**src/core/qte_pkg.sv**
```systemverilog
package qte_pkg;

  // widths and depths
  localparam int          DATA_W      = 8;
  localparam int          FIFO_DEPTH  = 8;
  localparam int          SCR_W       = 33;

  // scrambler feedback taps, one per configuration plus one shared
  localparam int          MASTER_TAP  = 12;
  localparam int          SLAVE_TAP   = 19;
  localparam int          LAST_TAP    = 32;
  localparam logic [32:0] SCR_SEED    = 33'h1_5a5a_c3a5;

  // octet that marks carrier extension outside a frame
  localparam logic [7:0]  EXT_OCTET   = 8'h0f;

  // periods for which an extension error persists after the first reset
  localparam logic [1:0]  EXT_ERR_HOLD = 2'h3;

  // core clock cycles per symbol period
  localparam int          SYM_DIV     = 1;

  // transmit mode from the link control
  typedef enum logic [1:0] {
    MODE_SEND_Z,
    MODE_SEND_I,
    MODE_SEND_N
  } qte_mode_t;

  // which row group the symbol mapper must use
  typedef enum logic [3:0] {
    KIND_ZERO,
    KIND_IDLE,
    KIND_NORMAL,
    KIND_XMT_ERR,
    KIND_CSRESET,
    KIND_CSEXT,
    KIND_CSEXT_ERR,
    KIND_SSD1,
    KIND_SSD2,
    KIND_ESD_EXT_ERR
  } qte_kind_t;

  // one octet from the mac side
  typedef struct packed {
    logic [7:0] data;
    logic       frameActive;
    logic       txErr;
  } qte_gmii_t;

  // one coded symbol period
  typedef struct packed {
    qte_kind_t  kind;
    logic [2:0] column;
    logic [5:0] row;
    logic [8:0] encodedWord;
  } qte_sym_t;

endpackage : qte_pkg

```
**src/core/qte_fifo.sv**
```systemverilog
`timescale 1ns/100ps
module qte_fifo #(
  parameter int WIDTH = 10,
  parameter int DEPTH = 8
) (
  // clock and reset
  input  wire logic             core_clk,
  input  wire logic             rst_n,
  // filling side
  input  wire logic [WIDTH-1:0] inData,
  input  wire logic             inValid,
  output logic                  inReady,
  // draining side
  output logic      [WIDTH-1:0] outData,
  output logic                  outValid,
  input  wire logic             outReady
);
  import qte_pkg::*;

  localparam int PW = $clog2(DEPTH);
  localparam int CW = $clog2(DEPTH + 1);

  logic [WIDTH-1:0] mem [DEPTH];
  logic [PW-1:0]    wrPtr_q, wrPtr_d, rdPtr_q, rdPtr_d;
  logic [CW-1:0]    count_q, count_d;
  logic             ready_q, ready_d;
  logic             push, pop;

  // pointer and fill bookkeeping
  always_comb begin
    push    = inValid & ready_q;
    pop     = outReady & (count_q != '0);
    wrPtr_d = wrPtr_q;
    rdPtr_d = rdPtr_q;
    count_d = count_q;
    if (push) begin
      wrPtr_d = (wrPtr_q == PW'(DEPTH - 1)) ? '0 : wrPtr_q + 1'b1;
    end
    if (pop) begin
      rdPtr_d = (rdPtr_q == PW'(DEPTH - 1)) ? '0 : rdPtr_q + 1'b1;
    end
    if (push && !pop) begin
      count_d = count_q + 1'b1;
    end else if (pop && !push) begin
      count_d = count_q - 1'b1;
    end
    ready_d = (count_d != CW'(DEPTH));
  end

  always_ff @(posedge core_clk or negedge rst_n) begin
    if (!rst_n) begin
      wrPtr_q <= '0;
      rdPtr_q <= '0;
      count_q <= '0;
      ready_q <= 1'b1;
    end else begin
      wrPtr_q <= wrPtr_d;
      rdPtr_q <= rdPtr_d;
      count_q <= count_d;
      ready_q <= ready_d;
    end
  end

  // storage, written only on an accepted push
  always_ff @(posedge core_clk) begin
    if (push) begin
      mem[wrPtr_q] <= inData;
    end
  end

  assign inReady  = ready_q;
  assign outValid = (count_q != '0);
  assign outData  = mem[rdPtr_q];

endmodule : qte_fifo

```
**src/core/qte_scrambler.sv**
```systemverilog
`timescale 1ns/100ps
module qte_scrambler (
  // clock and reset
  input  wire logic       core_clk,
  input  wire logic       rst_n,
  // control
  input  wire logic       advance,
  input  wire logic       isMaster,
  // derived words
  output logic      [3:0] xWord,
  output logic      [3:0] yWord
);
  import qte_pkg::*;

  logic [SCR_W-1:0] scr_q, scr_d;
  logic             newBit;

  // one bit per symbol period, taps chosen by configuration
  always_comb begin
    newBit = (isMaster ? scr_q[MASTER_TAP] : scr_q[SLAVE_TAP])
             ^ scr_q[LAST_TAP];
    scr_d  = advance ? {scr_q[SCR_W-2:0], newBit} : scr_q;
  end

  // seed is non-zero so the sequence never locks up
  always_ff @(posedge core_clk or negedge rst_n) begin
    if (!rst_n) begin
      scr_q <= SCR_SEED;
    end else begin
      scr_q <= scr_d;
    end
  end

  // words taken from the delay line
  always_comb begin
    yWord[0] = scr_q[0];
    yWord[1] = scr_q[3] ^ scr_q[8];
    yWord[2] = scr_q[6] ^ scr_q[16];
    yWord[3] = scr_q[9] ^ scr_q[14] ^ scr_q[19] ^ scr_q[24];
    xWord[0] = scr_q[4] ^ scr_q[6];
    xWord[1] = scr_q[7] ^ scr_q[9] ^ scr_q[12] ^ scr_q[14];
    xWord[2] = scr_q[10] ^ scr_q[12] ^ scr_q[20] ^ scr_q[22];
    xWord[3] = scr_q[13] ^ scr_q[15] ^ scr_q[18] ^ scr_q[20]
               ^ scr_q[30];
  end

endmodule : qte_scrambler

```
**src/core/qte_tx_encoder.sv**
```systemverilog
// Notes on behaviour
// - scrambler octet scrambles data and forms quartets
// - octet high nibble is x word when active
// - low nibble zero, y word, or inverted previous
// - encoded bits 5..3 scramble data when active
// - three-bit convolutional state feeds encoded bit 8
// - state zero outside data; reset flag at end
// - bits 7..6 data, old state, or scrambler
// - bit 2 carries receiver status outside data
// - extension flags from error and octet value
// - bits 1..0 carry extension flags outside data
// - word splits into column and row
// - error in frame substitutes error symbols
// - encoder reset without error uses reset symbols
// - reset with error uses extension symbols
// - extension error persists through end periods
// - first two preamble octets become start delimiter
// - first delimiter when active, previously inactive
// - second delimiter one period after first
// - scrambler polynomial depends on master or slave
// - scrambler seed is never all zeros
`timescale 1ns/100ps
module qte_tx_encoder #(
  parameter int FIFO_DEPTH_P = qte_pkg::FIFO_DEPTH,
  parameter int SYM_DIV_P    = qte_pkg::SYM_DIV
) (
  // clock and reset
  input  wire logic                core_clk,
  input  wire logic                rst_n,
  // mac side octet stream
  input  wire qte_pkg::qte_gmii_t  inWord,
  input  wire logic                inValid,
  output logic                     inReady,
  // link control
  input  wire qte_pkg::qte_mode_t  txMode,
  input  wire logic                isMaster,
  input  wire logic                locRcvrOk,
  // coded symbol stream
  output qte_pkg::qte_sym_t        symOut,
  output logic                     symValid
);
  import qte_pkg::*;

  localparam int GW = $bits(qte_gmii_t);
  localparam int DW = $clog2(SYM_DIV_P + 1);

  // fifo to encoder
  qte_gmii_t  cur;
  logic [GW-1:0] fifoData;
  logic       fifoValid;
  logic       step;

  // divider state
  logic [DW-1:0] divCnt_q, divCnt_d;
  logic          tick_q, tick_d;

  // history and encoder state
  logic [3:0] enHist_q, enHist_d;
  logic [3:0] erHist_q, erHist_d;
  logic [3:1] prevY_q, prevY_d;
  logic [2:0] cs_q, cs_d;
  logic       parity_q, parity_d;
  logic [1:0] errHold_q, errHold_d;

  // output registers
  qte_sym_t   sym_q, sym_d;
  logic       symValid_q, symValid_d;

  // scrambler words
  logic [3:0] xWord, yWord;

  // combinational encoder values
  logic [7:0] scramblerOctet;
  logic [8:0] encodedWord;
  logic       en, en1, en2, er;
  logic       csReset, cext, cextErr, isExtOctet;
  qte_kind_t  kind;

  // input buffer; back-pressure reaches the mac through inReady
  qte_fifo #(
    .WIDTH (GW),
    .DEPTH (FIFO_DEPTH_P)
  ) u_fifo (
    .core_clk (core_clk),
    .rst_n    (rst_n),
    .inData   (inWord),
    .inValid  (inValid),
    .inReady  (inReady),
    .outData  (fifoData),
    .outValid (fifoValid),
    .outReady (step)
  );

  // side-stream scrambler, stepped once per symbol period
  qte_scrambler u_scr (
    .core_clk (core_clk),
    .rst_n    (rst_n),
    .advance  (step),
    .isMaster (isMaster),
    .xWord    (xWord),
    .yWord    (yWord)
  );

  // symbol period divider
  always_comb begin
    if (divCnt_q == DW'(SYM_DIV_P - 1)) begin
      divCnt_d = '0;
      tick_d   = 1'b1;
    end else begin
      divCnt_d = divCnt_q + 1'b1;
      tick_d   = 1'b0;
    end
  end

  always_ff @(posedge core_clk or negedge rst_n) begin
    if (!rst_n) begin
      divCnt_q <= '0;
      tick_q   <= 1'b0;
    end else begin
      divCnt_q <= divCnt_d;
      tick_q   <= tick_d;
    end
  end

  // a period runs only when the mac has an octet ready
  assign step = tick_q & fifoValid;
  assign cur  = qte_gmii_t'(fifoData);

  // current and delayed qualifiers
  always_comb begin
    en  = cur.frameActive;
    er  = cur.txErr;
    en1 = enHist_q[0];
    en2 = enHist_q[1];
    isExtOctet = (cur.data == EXT_OCTET);
    csReset    = en2 & ~en;
    cext       = er & ~en & isExtOctet;
    cextErr    = er & ~en & ~isExtOctet;
  end

  // scrambler octet
  always_comb begin
    scramblerOctet[7:4] = en2 ? xWord : 4'h0;
    if (txMode == MODE_SEND_Z) begin
      scramblerOctet[3:0] = 4'h0;
    end else begin
      scramblerOctet[0]   = yWord[0];
      scramblerOctet[3:1] = parity_q ? ~prevY_q : yWord[3:1];
    end
  end

  // encoded word and convolutional state
  always_comb begin
    if (en2 && !csReset) begin
      encodedWord[7:6] = scramblerOctet[7:6] ^ cur.data[7:6];
    end else if (csReset) begin
      encodedWord[7:6] = cs_q[1:0];
    end else begin
      encodedWord[7:6] = scramblerOctet[7:6];
    end
    encodedWord[5:3] = en2 ? scramblerOctet[5:3] ^ cur.data[5:3]
                           : scramblerOctet[5:3];
    if (en2) begin
      encodedWord[2:0] = scramblerOctet[2:0] ^ cur.data[2:0];
    end else begin
      encodedWord[2] = scramblerOctet[2] ^ locRcvrOk;
      encodedWord[1] = scramblerOctet[1] ^ cextErr;
      encodedWord[0] = scramblerOctet[0] ^ cext;
    end
    cs_d[0] = cs_q[2];
    cs_d[1] = en2 ? encodedWord[6] ^ cs_q[0] : 1'b0;
    cs_d[2] = en2 ? encodedWord[7] ^ cs_q[1] : 1'b0;
    encodedWord[8] = cs_d[0];
  end

  // substitution choice, strongest first
  always_comb begin
    errHold_d = errHold_q;
    if (step && errHold_q != 2'h0) begin
      errHold_d = errHold_q - 2'h1;
    end
    if (txMode == MODE_SEND_Z) begin
      kind = KIND_ZERO;
    end else if (txMode == MODE_SEND_I) begin
      kind = KIND_IDLE;
    end else if (csReset) begin
      if (errHold_q != 2'h0 || (er && !isExtOctet)) begin
        kind = KIND_CSEXT_ERR;
      end else if (!er) begin
        kind = KIND_CSRESET;
      end else begin
        kind = KIND_CSEXT;
      end
      // a fresh extension error restarts the hold over any count in flight
      if (step && en1 && er && !isExtOctet) begin
        errHold_d = EXT_ERR_HOLD;
      end
    end else if (en && en2) begin
      kind = er ? KIND_XMT_ERR : KIND_NORMAL;
    end else if (en && !en1) begin
      kind = KIND_SSD1;
    end else if (en1 && !en2) begin
      kind = KIND_SSD2;
    end else if (errHold_q != 2'h0) begin
      kind = KIND_ESD_EXT_ERR;
    end else begin
      kind = KIND_IDLE;
    end
  end

  // next state per symbol period
  always_comb begin
    enHist_d   = enHist_q;
    erHist_d   = erHist_q;
    prevY_d    = prevY_q;
    parity_d   = parity_q;
    sym_d      = sym_q;
    symValid_d = step;
    if (step) begin
      enHist_d = {enHist_q[2:0], en};
      erHist_d = {erHist_q[2:0], er};
      prevY_d  = yWord[3:1];
      parity_d = ~parity_q;
      sym_d.kind        = kind;
      sym_d.encodedWord = encodedWord;
      sym_d.column      = {encodedWord[6], encodedWord[7],
                           encodedWord[8]};
      sym_d.row         = encodedWord[5:0];
    end
  end

  always_ff @(posedge core_clk or negedge rst_n) begin
    if (!rst_n) begin
      enHist_q   <= 4'h0;
      erHist_q   <= 4'h0;
      prevY_q    <= 3'h0;
      cs_q       <= 3'h0;
      parity_q   <= 1'b0;
      errHold_q  <= 2'h0;
      sym_q      <= '0;
      symValid_q <= 1'b0;
    end else begin
      enHist_q   <= enHist_d;
      erHist_q   <= erHist_d;
      prevY_q    <= prevY_d;
      if (step) begin
        cs_q <= cs_d;
      end
      parity_q   <= parity_d;
      errHold_q  <= errHold_d;
      sym_q      <= sym_d;
      symValid_q <= symValid_d;
    end
  end

  assign symOut   = sym_q;
  assign symValid = symValid_q;

  // checks on the coding path
  chk_sc_high_nibble: assert property (@(posedge core_clk)
    disable iff (!rst_n)
    step |-> scramblerOctet[7:4] == (en2 ? xWord : 4'h0))
    else $error("scrambler octet high nibble wrong");

  chk_sc_odd_invert: assert property (@(posedge core_clk)
    disable iff (!rst_n)
    step && parity_q && txMode != MODE_SEND_Z
      |-> scramblerOctet[3:1] == ~prevY_q)
    else $error("odd period nibble not inverted");

  chk_cs_idle_zero: assert property (@(posedge core_clk)
    disable iff (!rst_n)
    step && !en2 && !enHist_q[2] |=> cs_q == 3'h0)
    else $error("encoder state not cleared outside data");

  chk_word_bit8: assert property (@(posedge core_clk)
    disable iff (!rst_n)
    step |=> symValid && symOut.encodedWord[8] == cs_q[0])
    else $error("encoded bit 8 differs from state bit 0");

  chk_csreset_kind: assert property (@(posedge core_clk)
    disable iff (!rst_n)
    step && txMode == MODE_SEND_N && csReset && !er
      && errHold_q == 2'h0 |=> symOut.kind == KIND_CSRESET)
    else $error("encoder reset symbols missing");

  chk_err_subst: assert property (@(posedge core_clk)
    disable iff (!rst_n)
    step && txMode == MODE_SEND_N && en && en2 && er
      |=> symOut.kind == KIND_XMT_ERR)
    else $error("error symbols missing inside frame");

  chk_ssd_first: assert property (@(posedge core_clk)
    disable iff (!rst_n)
    step && txMode == MODE_SEND_N && en && !en1 && !en2
      |=> symOut.kind == KIND_SSD1)
    else $error("first start delimiter missing");

  chk_ext_err_hold: assert property (@(posedge core_clk)
    disable iff (!rst_n)
    step && txMode == MODE_SEND_N && csReset && en1 && er
      && !isExtOctet && errHold_q == 2'h0
      |=> errHold_q == EXT_ERR_HOLD ##1 errHold_q != 2'h0)
    else $error("extension error not held");

  chk_ssd_second: assert property (@(posedge core_clk)
    disable iff (!rst_n)
    step && txMode == MODE_SEND_N && en1 && !en2
      |=> symOut.kind == KIND_SSD2)
    else $error("second start delimiter missing");

  chk_zero_nibble: assert property (@(posedge core_clk)
    disable iff (!rst_n)
    step && txMode == MODE_SEND_Z |-> scramblerOctet[3:0] == 4'h0)
    else $error("send zero nibble not cleared");

  chk_bit2_status: assert property (@(posedge core_clk)
    disable iff (!rst_n)
    step && !en2 |=> symOut.encodedWord[2]
      == ($past(scramblerOctet[2]) ^ $past(locRcvrOk)))
    else $error("receiver status bit wrong");

  chk_ext_low_bits: assert property (@(posedge core_clk)
    disable iff (!rst_n)
    step && !en2 |=> symOut.encodedWord[1:0]
      == ($past(scramblerOctet[1:0]) ^ {$past(cextErr), $past(cext)}))
    else $error("extension bits wrong outside data");

  chk_reset_bits: assert property (@(posedge core_clk)
    disable iff (!rst_n)
    step && csReset |=> symOut.encodedWord[7:6] == $past(cs_q[1:0]))
    else $error("reset bits not old state");

endmodule : qte_tx_encoder

```
**config.mk**
```make
export PLATFORM = sky130hd
export DESIGN_NAME = qte_tx_encoder
export DESIGN_NICKNAME = d
export VERILOG_FILES = /design/src/core/qte_pkg.sv /design/src/core/qte_fifo.sv /design/src/core/qte_scrambler.sv /design/src/core/qte_tx_encoder.sv
export SDC_FILE = /design/constraint.sdc
export NUM_CORES = 1
export LEC_CHECK = 0
export ABC_CLOCK_PERIOD_IN_PS = 2700
export BUFFER_PORTS_ARGS = -buffer_cell sky130_fd_sc_hd__buf_2
export CAP_MARGIN = 30
export CORE_UTILIZATION = 50
export CTS_CLUSTER_SIZE = 40
export DETAILED_ROUTE_END_ITERATION = 7
export PLACE_DENSITY_LB_ADDON = 0.3
export SYNTH_ARGS = -nofsm -noshare
export SYNTH_HDL_FRONTEND = slang
export SYNTH_SLANG_ARGS = --single-unit
```
**constraint.sdc**
```tcl
create_clock -name core_clk -period 2.7 [get_ports core_clk]
set_input_delay 0.135 -clock core_clk [delete_from_list [all_inputs] [get_ports core_clk]]
set_output_delay 0.135 -clock core_clk [all_outputs]
set_load 0.02 [all_outputs]
```
# After elaboration in Yosys (flattened, before gate mapping)
# Memory sizes are Yosys's and may differ from the RTL's.
# Index checks and enable logic that the tools add are counted.
dict set report totals {
  register_bits 80
  mem_bits_rw 80
  wordCells 119
  in_bits 17
  memories 1
}
dict set report op_classes {
  bitwise_logic 36
  n_reduce_logical 21
  muxes 33
  add_sub_neg 6
  eq_ne 5
}
# memory words word_bits rd rd_clocked_by_memory_dff write_ports line
set memory_table {}
lappend memory_table {u_fifo.mem 8 10 1 0 1 qte_fifo.sv:23} ;# logic [WIDTH-1:0] mem [DEPTH];
# operator count
set op_table {}
lappend op_table {{two-way mux 4 bit} 11}
lappend op_table {{XOR 1 bit} 22}
lappend op_table {{two-way mux 2 bit} 8}
lappend op_table {{two-way mux 3 bit} 5}
lappend op_table {{logical AND 1 bit} 11}
lappend op_table {{two-way mux 1 bit} 9}
lappend op_table {{equality test 8 x 4 -> 1 bit, second input constant} 1}
lappend op_table {{bitwise AND 1 bit} 7}
lappend op_table {{adder 3 x 1 -> 3 bit, second input constant} 2}
lappend op_table {{equality test 3 bit, second input constant} 2}
lappend op_table {{logical NOT 1 bit} 6}
lappend op_table {{XOR 3 bit} 2}
lappend op_table {{adder 4 x 1 -> 4 bit, second input constant} 1}
lappend op_table {{!= test 4 bit, second input constant} 1}
lappend op_table {{nonzero test 4 bit} 1}
lappend op_table {{subtractor 4 x 1 -> 4 bit, second input constant} 1}
lappend op_table {{NOT 1 bit} 3}
lappend op_table {{NOT 3 bit} 1}
lappend op_table {{equality test 2 x 1 -> 1 bit, second input constant} 1}
lappend op_table {{logical NOT 2 bit} 1}
lappend op_table {{nonzero test 2 bit} 1}
lappend op_table {{subtractor 2 x 1 -> 2 bit, second input constant} 1}
lappend op_table {{XOR 2 bit} 1}
lappend op_table {{adder 1 bit, second input constant} 1}
lappend op_table {{logical OR 1 bit} 1}

# Logic depth before layout (Yosys ltp)
dict set report logic_depth {
  depth_word 9
  ltp_mapped 9
  ltp_nobuf 8
}

# Modules after synthesis
# A second synthesis with hierarchy kept.
dict set report unflattened {
  hier_cells 411
  hier_area_um2 6426.2
}
# module seq_area_each_um2 area_each_um2 n_inst cells_per_inst
set modules_own_cells {}
lappend modules_own_cells {qte_fifo 2678.8 3672.3 1 185}
lappend modules_own_cells {qte_scrambler 847.1 1418.9 1 88}
lappend modules_own_cells {qte_tx_encoder 625.6 1335.0 1 138}

# Worst setup path before layout
# Ideal clock, no wire load.
dict set report synth_path {
  path_kind {register -> register}
  start {register u_fifo.rdPtr_q[0]}
  end {register sym_q, in the netlist symOut[18]}
  arrival_ps 2281
  n_path_buf 2
  path_slack_ps 335
  setup_ps 84
  period_less_slack_ps 2365
  path_stages_with_launch 8
  path_cell_list {dfrtp_1 -> buf_6 -> buf_12 -> mux4_2 -> mux2i_4 -> nand4b_4 -> or4b_4 -> a41oi_2}
}
dict set report synth_via {
  elab_chain_len 9
}
# item line
set synth_rtl {}
lappend synth_rtl {{start: declaration} qte_fifo.sv:24} ;# logic [PW-1:0] wrPtr_q, wrPtr_d, rdPtr_q, rdPtr_d;
lappend synth_rtl {{start signal: assignment} qte_fifo.sv:58} ;# rdPtr_q <= rdPtr_d;
lappend synth_rtl {{memory read (8 x 10 bit) *} --}
lappend synth_rtl {{equality test 8 x 4 -> 1 bit} qte_tx_encoder.sv:135} ;# isExtOctet = (cur.data == EXT_OCTET);
lappend synth_rtl {{logical NOT 1 bit} qte_tx_encoder.sv:187} ;# if (errHold_q != 2'h0 || (er && !isExtOctet)) begin
lappend synth_rtl {{logical AND 1 bit} qte_tx_encoder.sv:187}
lappend synth_rtl {{logical OR 1 bit} qte_tx_encoder.sv:187}
lappend synth_rtl {{two-way mux 2 bit} qte_tx_encoder.sv:187}
lappend synth_rtl {{two-way mux 4 bit *} qte_tx_encoder.sv:186} ;# end else if (csReset) begin
lappend synth_rtl {{two-way mux 4 bit *} qte_tx_encoder.sv:184} ;# end else if (txMode == MODE_SEND_I) begin
lappend synth_rtl {{two-way mux 4 bit *} qte_tx_encoder.sv:182} ;# if (txMode == MODE_SEND_Z) begin
lappend synth_rtl {{end signal: assignment} qte_tx_encoder.sv:251} ;# sym_q <= sym_d;
lappend synth_rtl {{end: declaration} qte_tx_encoder.sv:66} ;# qte_sym_t sym_q, sym_d;
# Every way passes the cells marked *; elsewhere a longest branch is shown, timed or not.
# A chain may end at the register's enable or synchronous reset.

# Worst setup path in the final report
# Same ends and word-level chain as after synthesis.

==> PnR_summary.wiki <==
{| class="wikitable"
! Metric !! Value
|-
| Total Routing Usage GR || 0.212
|-
| Cell Area, Placed || 7030 sq um
|-
| Starting density of the core || 0.519
|-
| Slew Limit Headroom || 0.627
|-
| CTS tree || yes
|-
| Number of buffers inserted by post-CTS setup repair || 0
|-
| Total Negative Setup Slacks || 0 ns
|-
| Final hold viol count || 0
|-
| Die extent in x || 117 um
|-
| Vias in the first global route || 3915
|-
| Number of remaining DRC errors || 0
|-
| Area of the core || 12700 sq um
|-
| Number of nets produced by synthesis || 532
|-
| Portion of the post-synthesis area used by sequential elements || 0.629
|-
| Cell area after layout || 7730 sq um
|-
| Setup slack of the critical path after layout || 0.206 ns
|-
| Maximum number of pins on one net before global-route repair || 39
|-
| Weighted congestion at the end of routability-driven global placement || 0.878
|-
| Number of setup violations in the final report || 0
|-
| Cell area after synthesis || 6600 sq um
|-
| P per Cell Area || 1180 nW/um^2
|-
| Crit start category || flip-flop
|-
| Synth Warn # || 0
|-
| Share of layout cells above drive strength 1 || 0.249
|-
| Clock edge transition at the registers on the reported setup and hold paths || 0.06 ns
|-
| Final Routed Wirelength || 12.9 mm
|-
| Average cell area after synthesis || 13.0 sq um
|-
| Critical setup path kind || flip-flop to flip-flop
|-
| Unrepaired setup endpoints after global routing || no
|-
| Inserted Diodes || 0
|-
| Number of enable-type register cells in the synthesized netlist || 80
|-
| Worst setup slack before clock tree synthesis || 0.196 ns
|-
| Floorplan row count || 41
|-
| Root buf cell || sky130_fd_sc_hd__clkbuf_16
|-
| Layout overhead on the synthesized area || 17.2%
|-
| Asr flop ratio synth || 0.463
|-
| Max_cap viols || 0
|-
| Overflow left after global routing || 0
|-
| Post-route minimum period || 2.49 ns
|-
| Maximum fanout encountered on the critical timing path || 6
|-
| Antenna Violating Nets Remaining || 0
|-
| Instance count of the mapped netlist || 508
|-
| Global-route wire length before repair || 20.9 mm
|-
| Total iterations of the first detailed-routing run || 5
|-
| Maximum clock frequency || 0.401 GHz
|-
| Detailed router's first-iteration violation count || 409
|-
| Final Slew Violations || 0
|-
| Antenna violations before repair || 0
|-
| Data required time of the worst path || 3.04 ns
|-
| Fraction of the cycle the final worst path needs || 0.924
|-
| Reported leakage power || 3.20 nW
|-
| Seq cells post-synth || 149
|-
| Average vias per placed instance || 5.42
|-
| Count of cells along the worst register-to-register path || 6
|-
| Hold Crit Class || input port to flip-flop
|-
| Insertion delay of the later-clocked pin in the worst-skew pair || 0.42 ns
|-
| CTS HTree Levels || 4
|-
| CP Data Arrival Time || 2.84 ns
|-
| Clock Sinks || 149
|-
| Port-buffer cells || 40
|-
| Combined flip-flop and latch cell area || 4150 sq um
|-
| Number of stages on the worst hold path || 1
|-
| Maximum clock insertion buffer count || 2
|-
| DIE HEIGHT || 117 um
|-
| Element type at the critical path end || flip-flop
|-
| Number of buffers created by CTS || 17
|-
| Area of the multi-input gates || 2220 sq um
|-
| # IOs || 41
|-
| Area of the die || 13700 sq um
|-
| Post-detail-place hpwl || 8.68 mm
|-
| Detailed-route via count || 4092
|-
| Commonest register cell after synthesis || sky130_fd_sc_hd__edfxtp_1
|-
| Worst supply voltage drop on vdd || 559 uV
|-
| Count of unique library cells instantiated by Yosys || 60
|-
| Wire length per cell || 17.1 um
|-
| Total number of nets in the final design || 594
|-
| Worst-margin pin slew || 0.554 ns
|-
| Filler cell count || 1012
|-
| Max Clock Skew || 0.00600 ns
|-
| Outcome || complete, no violations
|}
==> registers in the layout, indices dropped and copies added, names as in the netlist <==
register / cells
u_fifo.mem: 80
prevY_q: 3
tick_q: 1
enHist_q: 2
u_scr.scr_q: 33
symValid: 1
u_fifo.count_q: 4
u_fifo.wrPtr_q: 3
u_fifo.inReady: 1
cs_q: 3
u_fifo.rdPtr_q: 3
symOut: 12
parity_q: 1
errHold_q: 2
==> per-layer routing <==
| metal | up-vias | track usage | share of wire |
|---|---|---|---|
| li1 | 1919 | - | - |
| met1 | 2035 | 0.292 | 0.46 |
| met2 | 116 | 0.317 | 0.47 |
| met3 | 22 | 0.0592 | 0.047 |
| met4 | 0 | 0.0911 | 0.021 |
| met5 | - | 0 | 0 |
==> worst max-delay path, stage by stage (launching register included) <==
cell and delay (ns):
sky130_fd_sc_hd__dfrtp_1 0.45, sky130_fd_sc_hd__buf_4 0.22, sky130_fd_sc_hd__mux4_2 0.50, sky130_fd_sc_hd__mux2i_1 0.26
sky130_fd_sc_hd__nand4bb_1 0.21, sky130_fd_sc_hd__or4b_4 0.58, sky130_fd_sc_hd__a41oi_2 0.19
==> stage by stage <==
step / std cells / power [mW] / hold WS [ns] / util
6_report: 755 / 9.14 / 0.0196 / 0.608
5_1_grt: 755 / 9.68 / 0.0192 / 0.608
4_1_cts: 755 / 9.20 / 0.0114 / 0.607
3_5_place_dp: 713 / 6.80 / 0.115 / 0.553
3_3_place_gp: 713 / 6.69 / 0.111 / 0.553
2_1_floorplan: 508 / 5.88 / -0.161 / -
==> cells in the mapped netlist, drive strengths merged, types with 2 or more instances <==
cell type | count | area share
a211oi | 3 | 0.0034
a21oi | 3 | 0.0023
a31oi | 3 | 0.0028
a41oi | 2 | 0.0038
and2 | 2 | 0.0019
buf | 20 | 0.021
clkbuf | 12 | 0.0068
dfrtp | 51 | 0.19
dfstp | 18 | 0.072
edfxtp | 80 | 0.36
ha | 7 | 0.013
inv | 14 | 0.0080
maj3 | 2 | 0.0030
mux2 | 2 | 0.0034
mux2i | 12 | 0.023
mux4 | 21 | 0.074
nand2 | 138 | 0.078
nand2b | 6 | 0.0057
nand3 | 6 | 0.0046
nand4 | 2 | 0.0019
nor2 | 19 | 0.011
nor3 | 6 | 0.0046
o21ai | 15 | 0.011
o31ai | 3 | 0.0034
o32ai | 4 | 0.0053
or2 | 2 | 0.0019
or3 | 5 | 0.0047
or4b | 2 | 0.0036
xnor2 | 22 | 0.029
xor2 | 7 | 0.0093
==> worst paths after layout <==
path / start / end / slack [ns]
worst max-delay path: u_fifo.rdPtr_q[0]$_DFFE_PN0P_ / symOut[18]$_DFFE_PN0N_ / 0.21
min in group asynchronous: rst_n / enHist_q[1]$_DFFE_PN0N_ / 0.20
max in group asynchronous: rst_n / u_scr.scr_q[30]$_DFFE_PN1N_ / 1.70
worst max register to register: u_fifo.rdPtr_q[0]$_DFFE_PN0P_ / symOut[18]$_DFFE_PN0N_ / 0.21
worst min register to register: u_scr.scr_q[27]$_DFFE_PN1N_ / u_scr.scr_q[28]$_DFFE_PN1N_ / 0.45
worst min-delay path: inWord[0] / u_fifo.mem[6][0]$_DFFE_PP_ / 0.02
==> cells by family after synthesis <==
group	Yosys count	synth area share
xor gates and xnor gates	30	0.0419
AOI/OAI and AO/OA	43	0.0459
other	1	0.000568
muxes	35	0.0999
adders and majority gates	9	0.0163
DFF	149	0.629
and+or+nand+nor	195	0.130
buffers and inverters	46	0.0362
==> layout by cell type (no fill, tap or decap), types with 3 or more instances in the layout <==
master / instances
sky130_fd_sc_hd__ha_1: 7
sky130_fd_sc_hd__nor3_1: 6
sky130_fd_sc_hd__clkinv_4: 4
sky130_fd_sc_hd__or3_1: 5
sky130_fd_sc_hd__mux4_1: 4
sky130_fd_sc_hd__nand2b_1: 6
sky130_fd_sc_hd__mux4_2: 17
sky130_fd_sc_hd__inv_6: 6
sky130_fd_sc_hd__inv_1: 13
sky130_fd_sc_hd__xnor2_1: 22
sky130_fd_sc_hd__nand3_1: 6
sky130_fd_sc_hd__o21ai_1: 4
sky130_fd_sc_hd__nor2_1: 19
sky130_fd_sc_hd__a21oi_1: 3
sky130_fd_sc_hd__buf_4: 24
sky130_fd_sc_hd__a31oi_1: 3
sky130_fd_sc_hd__clkbuf_16: 17
sky130_fd_sc_hd__dfrtp_1: 51
sky130_fd_sc_hd__dfstp_2: 18
sky130_fd_sc_hd__dlygate4sd3_1: 10
sky130_fd_sc_hd__o31ai_1: 3
sky130_fd_sc_hd__o32ai_1: 4
sky130_fd_sc_hd__a211oi_1: 3
sky130_fd_sc_hd__nand2_1: 137
sky130_fd_sc_hd__xor2_1: 7
sky130_fd_sc_hd__edfxtp_1: 80
sky130_fd_sc_hd__mux2i_1: 9
sky130_fd_sc_hd__o21ai_0: 11
sky130_fd_sc_hd__buf_2: 40
==> final cells by class <==
cell class,count,area share
clock buffers,17,0.0550
clock inverters,15,0.0222
inverters,14,0.00680
multi-input cells,313,0.287
flip-flops and latches,149,0.537
well taps,172,0.0278
repair buffers,75,0.0647
==> timing repair <==
action / in CTS / in global routing
gates resized for setup: 0 / 1
hold buffers: 10 / 0
endpoints found under the setup margin: 0 / 1
endpoints found under the hold margin: 90 / 0
==> power breakdown <==
| group | total (mW) | leakage, nW | internal [mW] | switching [mW] |
|---|---|---|---|---|
| registers | 3.51 | 1.57 | 3.07 | 0.446 |
| clock network | 2.37 | 0.292 | 1.39 | 0.984 |
| logic | 3.26 | 1.34 | 1.47 | 1.79 |
Power figures use the tool's default switching activity.
